<file path="src/inc/tfm_pkg.sv">
/*
  Constants for the thermal control, fault mask and fast-charge register bank.
  Assumes one 100 MHz clock and an I2C host reaching the registers.
*/
// Functional notes
// - Thermal bit 7 is writable, resets to 1, enables temperature sensing.
// - Bits 6:5 report the zone: 00 normal, 01 suspended, 10 current halved.
// - Zone 11 is the warm-to-hot band, regulation voltage lowered 140 mV.
// - Bit 3, reset 1: interrupt shows faults and charge status; 0 faults only.
// - Bit 2, reset 0: set suppresses the push-button wake interrupt.
// - Bit 1, reset 0: set suppresses push-button reset interrupt, not reset output.
// - Bit 0, reset 0: set suppresses the safety timer fault interrupt.
// - High-impedance mode stops the fault deglitch clock to save power.
// - Fault clears only while deglitch runs: battery with I2C busy, or supply present.
// - Fast-charge register at 0x03 is 8-bit read/write, resets to 1000 0000.
package tfm_pkg;
  // Register offsets
  localparam logic [7:0] TFM_THERM_OFS = 8'h02;
  localparam logic [7:0] TFM_FCHG_OFS = 8'h03;
  // Reset values
  localparam logic [7:0] TFM_THERM_RST = 8'h88;
  localparam logic [7:0] TFM_FCHG_RST = 8'h80;
  // Thermal register fields
  localparam int TFM_TEMP_EN_BIT = 7;
  localparam int TFM_ZONE_HI_BIT = 6;
  localparam int TFM_ZONE_LO_BIT = 5;
  localparam int TFM_INT_EN_BIT = 3;
  localparam int TFM_WAKE_M_BIT = 2;
  localparam int TFM_RESET_M_BIT = 1;
  localparam int TFM_TIMER_M_BIT = 0;
  // Writable bits of the thermal register
  localparam logic [7:0] TFM_THERM_WMASK = 8'h8F;
  // Fast-charge register: high-impedance mode bit
  localparam int TFM_HIGH_IMP_BIT = 0;
  // Zone codes
  localparam logic [1:0] TFM_ZONE_NORMAL = 2'h0;
  localparam logic [1:0] TFM_ZONE_SUSPEND = 2'h1;
  localparam logic [1:0] TFM_ZONE_HALF = 2'h2;
  localparam logic [1:0] TFM_ZONE_WARM = 2'h3;
  // Voltage drop in the warm band, millivolts
  localparam int TFM_WARM_DROP_MV = 140;
  // Synchronised input vector width
  localparam int TFM_NSYNC = 12;
  // Synchroniser reset: bus pins idle high, so no false edge after reset
  localparam logic [TFM_NSYNC-1:0] TFM_SYNC_RST = 12'h003;
  // I2C engine states
  typedef enum logic [2:0] {
    TFM_IDLE, TFM_ADDR, TFM_PTR, TFM_WDATA, TFM_ACK, TFM_READ, TFM_MACK
  } tfm_state_t;
endpackage

</file>
<file path="src/hdl/tfm_regs.sv">
/*
  Thermal control / fault mask register bank with its I2C slave, interrupt
  gating and fault deglitch timing. Assumes scl and sda come from pins and
  all analog event inputs are asynchronous; sda is open drain.
*/
`timescale 1ns/100ps
module tfm_regs #(
  parameter logic [6:0] DEV_ADDR = 7'h2A, // Arbitrary bus address
  parameter int DEGLITCH_CYCLES = 1000
) (
  // Clock and reset
  input wire logic sys_clk,
  input wire logic reset_n,
  // I2C pins
  input wire logic scl_in,
  input wire logic sda_in,
  output logic sda_out,
  output logic sda_oe,
  // Analog and system events
  input wire logic [1:0] temp_zone_in,
  input wire logic input_supply,
  input wire logic battery_powered_mode,
  input wire logic fault_raw,
  input wire logic wake_event,
  input wire logic push_button_in,
  input wire logic timer_fault,
  input wire logic other_fault,
  input wire logic charge_status,
  // Control outputs
  output logic temp_sense_enable,
  output logic charge_suspend,
  output logic charge_half_current,
  output logic charge_volt_drop,
  output logic high_impedance_mode,
  output logic [7:0] fast_charge_ctrl_out,
  output logic deglitch_clk_en,
  output logic fault_deglitched,
  output logic reset_out,
  output logic int_out
);
  import tfm_pkg::*;

  if (DEGLITCH_CYCLES < 1 || DEGLITCH_CYCLES > 65535) begin : g_bad_deglitch
    $error("DEGLITCH_CYCLES out of range");
  end

  ////////////////////////////////////////////////////////////////////////////
  // Input synchronisers
  logic [TFM_NSYNC-1:0] raw_in;
  logic [TFM_NSYNC-1:0] sync1;
  logic [TFM_NSYNC-1:0] sync2;
  logic scl_d;
  logic sda_d;

  assign raw_in = {charge_status, other_fault, timer_fault, push_button_in, wake_event,
                   fault_raw, battery_powered_mode, input_supply, temp_zone_in,
                   sda_in, scl_in};

  always_ff @(posedge sys_clk or negedge reset_n) begin
    if (!reset_n) begin
      sync1 <= TFM_SYNC_RST;
      sync2 <= TFM_SYNC_RST;
      scl_d <= 1'b1;
      sda_d <= 1'b1;
    end else begin
      sync1 <= raw_in;
      sync2 <= sync1;
      scl_d <= sync2[0];
      sda_d <= sync2[1];
    end
  end

  logic scl_s, sda_s;
  logic [1:0] zone_s;
  logic supply_s, bat_s, fault_s, wake_s, pb_s, timer_s, other_s, chg_s;
  assign {chg_s, other_s, timer_s, pb_s, wake_s, fault_s, bat_s, supply_s, zone_s,
          sda_s, scl_s} = sync2;

  logic start_c, stop_c, rise_c, fall_c;
  assign start_c = scl_s & sda_d & ~sda_s;
  assign stop_c = scl_s & ~sda_d & sda_s;
  assign rise_c = scl_s & ~scl_d;
  assign fall_c = ~scl_s & scl_d;

  ////////////////////////////////////////////////////////////////////////////
  // Register read decode
  logic [7:0] therm_reg;
  logic [7:0] fchg_reg;

  function automatic logic [7:0] rd_reg(input logic [7:0] ofs, input logic [7:0] th,
                                        input logic [7:0] fc, input logic [1:0] zn);
    logic [7:0] v;
    v = 8'h00;
    if (ofs == TFM_THERM_OFS) begin
      // Live zone, masks do not hide it
      v = th & TFM_THERM_WMASK;
      v[TFM_ZONE_HI_BIT] = zn[1];
      v[TFM_ZONE_LO_BIT] = zn[0];
    end else if (ofs == TFM_FCHG_OFS) begin
      v = fc;
    end
    return v;
  endfunction

  // Zone reads normal while sensing is off
  logic [1:0] zone_eff;
  assign zone_eff = therm_reg[TFM_TEMP_EN_BIT] ? zone_s : TFM_ZONE_NORMAL;

  ////////////////////////////////////////////////////////////////////////////
  // I2C slave and register writes
  tfm_state_t state, next_state;
  logic [2:0] bit_cnt, next_bit_cnt;
  logic [7:0] shreg, next_shreg;
  logic [7:0] ptr, next_ptr;
  logic rw, next_rw;
  logic done8, next_done8;
  logic ptr_done, next_ptr_done;
  logic oe, next_oe;
  logic [7:0] next_therm, next_fchg;
  logic [7:0] rd_now;

  assign rd_now = rd_reg(ptr, therm_reg, fchg_reg, zone_eff);

  always_comb begin
    next_state = state;
    next_bit_cnt = bit_cnt;
    next_shreg = shreg;
    next_ptr = ptr;
    next_rw = rw;
    next_done8 = done8;
    next_ptr_done = ptr_done;
    next_oe = oe;
    next_therm = therm_reg;
    next_fchg = fchg_reg;
    if (stop_c) begin
      next_state = TFM_IDLE;
      next_oe = 1'b0;
    end else if (start_c) begin
      next_state = TFM_ADDR;
      next_bit_cnt = 3'h0;
      next_done8 = 1'b0;
      next_ptr_done = 1'b0;
      next_oe = 1'b0;
    end else begin
      unique case (state)
        TFM_IDLE: begin
          next_oe = 1'b0;
        end
        TFM_ADDR, TFM_PTR, TFM_WDATA: begin
          if (rise_c) begin
            next_shreg = {shreg[6:0], sda_s};
            next_bit_cnt = bit_cnt + 3'h1;
            next_done8 = (bit_cnt == 3'h7);
          end else if (fall_c && done8) begin
            next_done8 = 1'b0;
            next_oe = 1'b1;
            next_state = TFM_ACK;
            if (state == TFM_ADDR) begin
              next_rw = shreg[0];
              if (shreg[7:1] != DEV_ADDR) begin
                next_oe = 1'b0;
                next_state = TFM_IDLE;
              end
            end else if (state == TFM_PTR) begin
              next_ptr = shreg;
              next_ptr_done = 1'b1;
            end else begin
              if (ptr == TFM_THERM_OFS) begin
                next_therm = shreg & TFM_THERM_WMASK;
              end else if (ptr == TFM_FCHG_OFS) begin
                next_fchg = shreg;
              end
              next_ptr = ptr + 8'h01;
            end
          end
        end
        TFM_ACK: begin
          if (fall_c) begin
            next_oe = 1'b0;
            next_bit_cnt = 3'h0;
            if (rw) begin
              next_shreg = rd_now;
              next_oe = ~rd_now[7];
              next_ptr = ptr + 8'h01;
              next_state = TFM_READ;
            end else begin
              next_state = ptr_done ? TFM_WDATA : TFM_PTR;
            end
          end
        end
        TFM_READ: begin
          if (fall_c) begin
            if (bit_cnt == 3'h7) begin
              next_oe = 1'b0;
              next_state = TFM_MACK;
              next_done8 = 1'b0;
            end else begin
              next_shreg = {shreg[6:0], 1'b0};
              next_oe = ~shreg[6];
              next_bit_cnt = bit_cnt + 3'h1;
            end
          end
        end
        TFM_MACK: begin
          if (rise_c) begin
            if (sda_s) begin
              next_state = TFM_IDLE;
            end else begin
              next_done8 = 1'b1;
            end
          end else if (fall_c && done8) begin
            next_done8 = 1'b0;
            next_bit_cnt = 3'h0;
            next_shreg = rd_now;
            next_oe = ~rd_now[7];
            next_ptr = ptr + 8'h01;
            next_state = TFM_READ;
          end
        end
      endcase
    end
  end

  always_ff @(posedge sys_clk or negedge reset_n) begin
    if (!reset_n) begin
      state <= TFM_IDLE;
      bit_cnt <= 3'h0;
      shreg <= 8'h00;
      ptr <= 8'h00;
      rw <= 1'b0;
      done8 <= 1'b0;
      ptr_done <= 1'b0;
      oe <= 1'b0;
      therm_reg <= TFM_THERM_RST;
      fchg_reg <= TFM_FCHG_RST;
    end else begin
      state <= next_state;
      bit_cnt <= next_bit_cnt;
      shreg <= next_shreg;
      ptr <= next_ptr;
      rw <= next_rw;
      done8 <= next_done8;
      ptr_done <= next_ptr_done;
      oe <= next_oe;
      therm_reg <= next_therm;
      fchg_reg <= next_fchg;
    end
  end

  assign sda_out = 1'b0;
  assign sda_oe = oe;

  ////////////////////////////////////////////////////////////////////////////
  // Fault deglitch
  // Counting needs the deglitch clock; a fault with no bus and no supply holds
  logic i2c_busy;
  logic dg_run;
  logic [15:0] dg_cnt, next_dg_cnt;
  logic flt, next_flt;

  assign i2c_busy = (state != TFM_IDLE);
  assign deglitch_clk_en = ~fchg_reg[TFM_HIGH_IMP_BIT];
  assign dg_run = deglitch_clk_en & (supply_s | (bat_s & i2c_busy));

  always_comb begin
    next_dg_cnt = dg_cnt;
    next_flt = flt;
    if (fault_s) begin
      // Fresh fault wins over a clear in the same cycle
      next_flt = 1'b1;
      next_dg_cnt = 16'h0000;
    end else if (flt && dg_run) begin
      if (dg_cnt == 16'(DEGLITCH_CYCLES - 1)) begin
        next_flt = 1'b0;
        next_dg_cnt = 16'h0000;
      end else begin
        next_dg_cnt = dg_cnt + 16'h0001;
      end
    end
  end

  always_ff @(posedge sys_clk or negedge reset_n) begin
    if (!reset_n) begin
      dg_cnt <= 16'h0000;
      flt <= 1'b0;
    end else begin
      dg_cnt <= next_dg_cnt;
      flt <= next_flt;
    end
  end

  ////////////////////////////////////////////////////////////////////////////
  // Interrupt gating and control outputs
  logic next_int, next_rst_out;
  logic next_susp, next_half, next_drop;

  always_comb begin
    next_int = other_s | flt
      | (chg_s & therm_reg[TFM_INT_EN_BIT])
      | (wake_s & ~therm_reg[TFM_WAKE_M_BIT])
      | (pb_s & ~therm_reg[TFM_RESET_M_BIT])
      | (timer_s & ~therm_reg[TFM_TIMER_M_BIT]);
    next_rst_out = pb_s;
    next_susp = (zone_eff == TFM_ZONE_SUSPEND);
    next_half = (zone_eff == TFM_ZONE_HALF);
    next_drop = (zone_eff == TFM_ZONE_WARM);
  end

  always_ff @(posedge sys_clk or negedge reset_n) begin
    if (!reset_n) begin
      int_out <= 1'b0;
      reset_out <= 1'b0;
      charge_suspend <= 1'b0;
      charge_half_current <= 1'b0;
      charge_volt_drop <= 1'b0;
    end else begin
      int_out <= next_int;
      reset_out <= next_rst_out;
      charge_suspend <= next_susp;
      charge_half_current <= next_half;
      charge_volt_drop <= next_drop;
    end
  end

  assign temp_sense_enable = therm_reg[TFM_TEMP_EN_BIT];
  assign high_impedance_mode = fchg_reg[TFM_HIGH_IMP_BIT];
  assign fast_charge_ctrl_out = fchg_reg;
  assign fault_deglitched = flt;
endmodule

</file>
<file path="config.mk">
export PLATFORM = sky130hd
export DESIGN_NAME = tfm_regs
export DESIGN_NICKNAME = d
export VERILOG_FILES = /design/src/inc/tfm_pkg.sv /design/src/hdl/tfm_regs.sv
export SDC_FILE = /design/constraint.sdc
export NUM_CORES = 1
export LEC_CHECK = 0
export BUFFER_PORTS_ARGS = -buffer_cell sky130_fd_sc_hd__buf_2
export CORE_MARGIN = 10
export CORE_UTILIZATION = 45
export CTS_CLUSTER_DIAMETER = 80
export CTS_CLUSTER_SIZE = 10
export DETAILED_ROUTE_END_ITERATION = 6
export PLACE_DENSITY = 0.64
export SYNTH_ARGS = -nofsm -noshare
export SYNTH_HDL_FRONTEND = slang
export SYNTH_SLANG_ARGS = --single-unit
</file>
<file path="constraint.sdc">
create_clock -name sys_clk -period 4.5 [get_ports sys_clk]
set_input_delay 0.675 -clock sys_clk [delete_from_list [all_inputs] [get_ports sys_clk]]
set_output_delay 0.675 -clock sys_clk [all_outputs]
set_load 0.02 [all_outputs]
</file>
Word level (Yosys, flattened, before mapping)
Cells that the tools add are included.
{"block": "classes", "eq_ne": 43, "muxes": 76, "bitwise": 34, "reduce_logical": 26, "n_addsub": 3}
{"operator": "8-bit two-way mux", "count": 17}
{"operator": "3-bit two-way mux", "count": 20}
{"operator": "16-bit two-way mux", "count": 3}
{"operator": "4-bit != test (second input constant)", "count": 8}
{"operator": "8-bit one-hot mux with 4 select lines", "count": 1}
{"operator": "1-bit two-way mux", "count": 29}
{"operator": "2-bit != test (second input constant)", "count": 12}
{"operator": "3-bit one-hot mux with 4 select lines", "count": 2}
{"operator": "8-bit one-hot mux with 3 select lines", "count": 1}
{"operator": "8-bit AND reduction", "count": 3}
{"operator": "3-bit != test (second input constant)", "count": 7}
{"operator": "10-bit AND reduction", "count": 2}
{"operator": "6-bit AND reduction", "count": 3}
{"operator": "16-bit by 1-bit adder with 16-bit output (second input constant)", "count": 1}
{"operator": "16-bit by 10-bit equality test with 1-bit output (second input constant)", "count": 1}
{"operator": "8-bit by 2-bit equality test with 1-bit output (second input constant)", "count": 2}
{"operator": "1-bit NOT", "count": 16}
{"operator": "1-bit bitwise AND", "count": 12}
{"operator": "3-bit equality test (second input constant)", "count": 4}
{"operator": "5-bit != test (second input constant)", "count": 2}
{"operator": "2-bit nonzero test", "count": 5}
{"operator": "9-bit AND reduction", "count": 1}
{"operator": "8-bit by 1-bit adder with 8-bit output (second input constant)", "count": 1}
{"operator": "4-bit nonzero test", "count": 2}
{"operator": "18 further kinds", "count": 27}
{"block": "word_totals", "output_inout_bits": 19, "reg_bits": 87, "input_bits": 14}

Depth between registers and ports, before layout
{"block": "logic_depth", "ltp_word": 9, "mapped_depth": 8, "depth_no_buf": 7}

Worst setup path before layout
OpenSTA, ideal clock, no wires.
{"block": "synth_path", "path_kind": "flip-flop to flip-flop", "from": "register dg_cnt[0]", "to": "register dg_cnt[11]", "setup_slack_ns": 2.557, "path_buffers": 0, "setup_time_ns": 0.066, "synth_period_minus_slack_ns": 1.943, "t_arrival_ns": 1.877, "stages_incl_launch_ff": 7, "cell_sequence": "dfrtp_1 -> ha_1 -> nor4b_1 -> a41o_1 -> a211o_1 -> or4_1 -> nand2_1"}
{"block": "synth_between", "elab_chain_cells": 4, "word_cells_on_any_way": 5, "cone_classes": "add/sub: 1; eq/ne: 1; mux: 3"}
{"item": "start, declared", "line": "tfm_regs.sv:258", "rtl": "logic [15:0] dg_cnt, next_dg_cnt;"}
{"item": "start signal, assigned", "line": "tfm_regs.sv:287", "rtl": "dg_cnt <= next_dg_cnt;"}
{"item": "16-bit by 1-bit adder with 16-bit output or 16-bit by 10-bit equality test with 1-bit output (tied branches)", "line": "tfm_regs.sv:277, tfm_regs.sv:273"}
{"item": "16-bit two-way mux *", "line": "tfm_regs.sv:273", "rtl": "if (dg_cnt == 16'(DEGLITCH_CYCLES - 1)) begin"}
{"item": "16-bit two-way mux *", "line": "tfm_regs.sv:272", "rtl": "end else if (flt && dg_run) begin"}
{"item": "16-bit two-way mux *", "line": "tfm_regs.sv:268", "rtl": "if (fault_s) begin"}
Mark *: on every way between the ends. The rest lies on a longest branch, timed or not. The select of a mux whose other input is x is not followed.
A chain may end at the register's enable or synchronous reset.

Worst setup path after layout
{"block": "layout_path", "from": "register state[0]", "to": "register shreg[5]"}
{"block": "layout_between", "elab_chain_cells": 4, "word_cells_on_any_way": 17, "cone_classes": "eq/ne: 13; mux: 1; reduce/logical: 3"}
{"item": "start, declared", "line": "tfm_regs.sv:111", "rtl": "tfm_state_t state, next_state;"}
{"item": "start signal, assigned", "line": "tfm_regs.sv:237", "rtl": "state <= next_state;"}
{"item": "3-bit by 1-bit equality test with 1-bit output or 3-bit by 2-bit equality test with 1-bit output (tied branches)", "line": "tfm_regs.sv:145", "rtl": "unique case (state)"}
{"item": "3-bit OR reduction", "line": "tfm_regs.sv:145"}
{"item": "4-bit nonzero test (no source line) or 2-bit != test (tied branches)"}
{"item": "10-bit AND reduction (no source line)"}
{"item": "end signal, assigned", "line": "tfm_regs.sv:239", "rtl": "shreg <= next_shreg;"}
{"item": "end, declared", "line": "tfm_regs.sv:113", "rtl": "logic [7:0] shreg, next_shreg;"}
Several ways; a longest one is shown, not always the timed one.

==> results.tsv <==
stage	metric	value	unit
clocking	post-cts gate resize count	0	
die	Die ar.	13500	sq um
placed_design	PortBufs	31	
die	total I/O pin count	33	
clocking	Worst-path clk slew	0.10	ns
yosys	Yosys top cell by area	dfrtp_1	
global_route	first-pass GRT wire length	15.4	mm
layout	Biggest register	dg_cnt	
global_route	vias in the first global route	3104	
layout	Largest regs	dg_cnt (16), sync1 (12), sync2 (12)	
power_and_ir_drop	sequential share of power	0.548	
die	Die Ht	116	microns
yosys	Post-synth EDFFs	0	
yosys	Mean Syn Cell Area	10.3	sq um
clocking	Post-CTS Setup Bufs	0	
detailed_routing	DRC viols	0	
setup_path	WP data required	4.75	ns
yosys	Synth async-reset ratio	1.00	
setup_path	CP max stage delay	0.86	ns
setup_path	worst path cell trace	nand2b_1 -> nor2_1 -> o221ai_1 -> mux2_2	
yosys	share of the synthesized area in the top cell type	0.470	
clocking	CTS tree	yes	
die	Starting Density	0.469	
clocking	CTS Buf Count	9	
setup_path	critical path's slowest cell	o221ai_1	
timing	Tightest Pin Transition	1.17	ns
detailed_routing	number of DRC markers in iteration 0	173	
detailed_routing	routed len/inst	16.5	microns
clocking	htree depth	3	
yosys	top post-synthesis cells by count	dfrtp_1, nand2_1, a21oi_1, nor2_1, o21ai_0	
global_route	GRT Residual Overflow	0	
die	core area	8850	sq um
yosys	synth warn	0	
clocking	cts hold-fix bufs	0	
timing	unrepaired setup endpoints after global routing	no	
clocking	Clock Path Buffers	2	
setup_path	crit start category	flop	
setup_path	Worst Path Class, Setup	flop to flop	
die	num rows	34	
timing	crit share post-route	0.633	
global_route	largest net degree at the start of global routing	58	
timing	clk_skew	0.0174	ns
timing	max-slew violations	0	
yosys	Mapped Nets	424	
yosys	count leader, synth	dfrtp_1	
timing	relative slew slack	0.218	
flow_run	max-cap violations	0	
placed_design	hpwl dp	6.22	mm
layout	ant diodes	0	
layout	nets@finish	445	
power_and_ir_drop	total chip power	1.65	mW
yosys	Post-synth top flop	dfrtp_1	
power_and_ir_drop	Switching Share	0.281	
yosys	Mapped Area	4150	sq um
detailed_routing	wirelength, routed	8.91	mm
power_and_ir_drop	Pleak	1.98	nW
global_route	initial antenna violation count	0	
power_and_ir_drop	PD cells	363	nW/um^2
timing	Final setup viols	0	
clocking	Root Buffer	clkbuf_8	
timing	Fin Setup TNS	0	ns
yosys	Mapped Cells	405	
power_and_ir_drop	share of total power in combinational logic	0.112	
setup_path	critical path peak fanout	21	
power_and_ir_drop	clock share of power	0.340	
power_and_ir_drop	internal power	1.19	mW
yosys	synth unique cells	63	
power_and_ir_drop	Max rail drop VDD	0.000165	V
clocking	clock sinks	87	
die	Die Width	116	microns
timing	Max Freq	351	MHz
placed_design	RD Place Congestion	0.877	
yosys	Seq/Total Area, Yosys	0.527	
layout	max reg flops	16	
timing	Hold Fails Final Rpt	0	
min_path	worst hold path class	flop to flop	
setup_path	nature of the critical path endpoint	flop	
outcome	status	finished clean	
yosys	top cells by area, synth	dfrtp_1, dfstp_2, nand2_1, a21oi_1, o21ai_0	
setup_path	crit path DAT	3.09	ns
power_and_ir_drop	Sw Pwr	465	uW
detailed_routing	Via density	5.81	
layout	P&R area growth vs syn	9.64	%
layout	layout cell share with drive strength beyond 1	0.174	
detailed_routing	Via Count	3133	
yosys	flops & latches, synth	87	
detailed_routing	1st-pass router iterations	4	
detailed_routing	Post-DRT Antenna Nets	0	
clocking	clock insertion delay at the later pin of the skew report	0.36	ns
timing	shortest period the worst path allows	2.85	ns
global_route	GRT Overall Usage	0.142	
-- cell usage in the layout (no fill, tap or decap), types with 2 or more instances in the layout --
cell,Yosys,final
a211o_1,3,3
a211oi_1,4,4
a21oi_1,24,24
a22oi_1,2,2
a31oi_1,7,7
a41o_1,2,2
a41oi_1,4,4
and3_1,7,7
buf_2,6,30
buf_4,2,2
clkbuf_8,0,10
dfrtp_1,78,78
dfstp_2,9,9
ha_1,5,5
inv_1,13,13
inv_6,0,2
mux2_1,7,7
mux2_2,7,7
mux2i_1,6,6
nand2_1,44,44
nand2b_1,7,7
nand3_1,12,12
nand3b_1,3,3
nand4_1,8,8
nor2_1,24,24
nor2b_1,7,7
nor3_1,8,8
nor4b_1,2,2
o21ai_0,21,21
o21ai_1,13,13
o22a_1,9,9
o31ai_1,13,13
o32ai_1,4,4
xor2_1,2,2
-- worst paths after layout --
kind                                      start                     end  slack (ns)  cells past startpoint
max reg2reg                state[0]$_DFFE_PN0P_    shreg[5]$_DFFE_PN0P_        1.65                      4
max                        state[0]$_DFFE_PN0P_    shreg[5]$_DFFE_PN0P_        1.65                      4
min reg2reg                  sync1[6]$_DFF_PN0_      sync2[6]$_DFF_PN0_        0.34                      0
max in group asynchronous               reset_n      sync1[1]$_DFF_PN1_        3.22                      2
min                          sync1[6]$_DFF_PN0_      sync2[6]$_DFF_PN0_        0.34                      0
min in group asynchronous               reset_n  dg_cnt[15]$_DFFE_PN0P_        0.36                      1
-- worst max-delay path: cells and delay by family, from the launching register on --
kind	cells	cell delay, ns
flops	1	0.71
simple gates	2	0.74
mux	1	0.41
compound gates	1	0.86
-- layer usage --
layer | wire length, microns | share of wire | vias up | global-route usage
met5 | 0 | 0 | - | 0
met3 | 320 | 0.036 | 11 | 0.0227
li1 | - | - | 1525 | -
met2 | 4340 | 0.49 | 60 | 0.223
met1 | 4130 | 0.46 | 1537 | 0.193
met4 | 121 | 0.014 | 0 | 0.0542
-- logic make-up (layout without fill, tap and decap cells) --
| group | Yosys count | after routing | share of synthesized area |
|---|---|---|---|
| AND/OR/NAND/NOR | 137 | 137 | 0.174 |
| AO/OA/AOI/OAI | 117 | 117 | 0.188 |
| flip-flops | 87 | 87 | 0.527 |
| buffers and inverters | 36 | 62 | 0.0380 |
| multiplexers | 20 | 20 | 0.0524 |
| adder cells (fa/ha/maj) | 5 | 5 | 0.0151 |
| XOR/XNOR | 2 | 2 | 0.00422 |
| other | 1 | 1 | 0.000903 |
-- metrics by stage --
step                      hold WS, ns   util  cells  cell area, sq um  setup slack [ns]
after floorplan                 0.331      -    405              4150              2.56
after global placement          0.332  0.491    523              4350              1.82
after detailed placement        0.336  0.491    523              4350              1.70
after CTS                       0.350  0.515    539              4550              1.70
after global routing            0.351  0.515    539              4550              1.38
final                           0.343  0.515    539              4550              1.65
-- layout make-up --
class                   instances  area (sq um)
fillers                       811          4300
multi-input cells             282          1810
clock buffers                  11           141
inverters                      14          52.6
flip-flops and latches         87          2190
well taps                     108           135
repair buffers                 32           165
clock inverters                 5          63.8
-- power by group through the flow --
stage                     clock (mW)  sequential (mW)  combinational [mW]
final                          0.563            0.907               0.185
after global routing           0.613            0.917               0.212
after CTS                      0.581            0.906               0.187
after detailed placement           0            0.921               0.186
after global placement             0            0.919               0.183
after floorplan                    0            0.890               0.144
(Power assumes the default switching activity.)
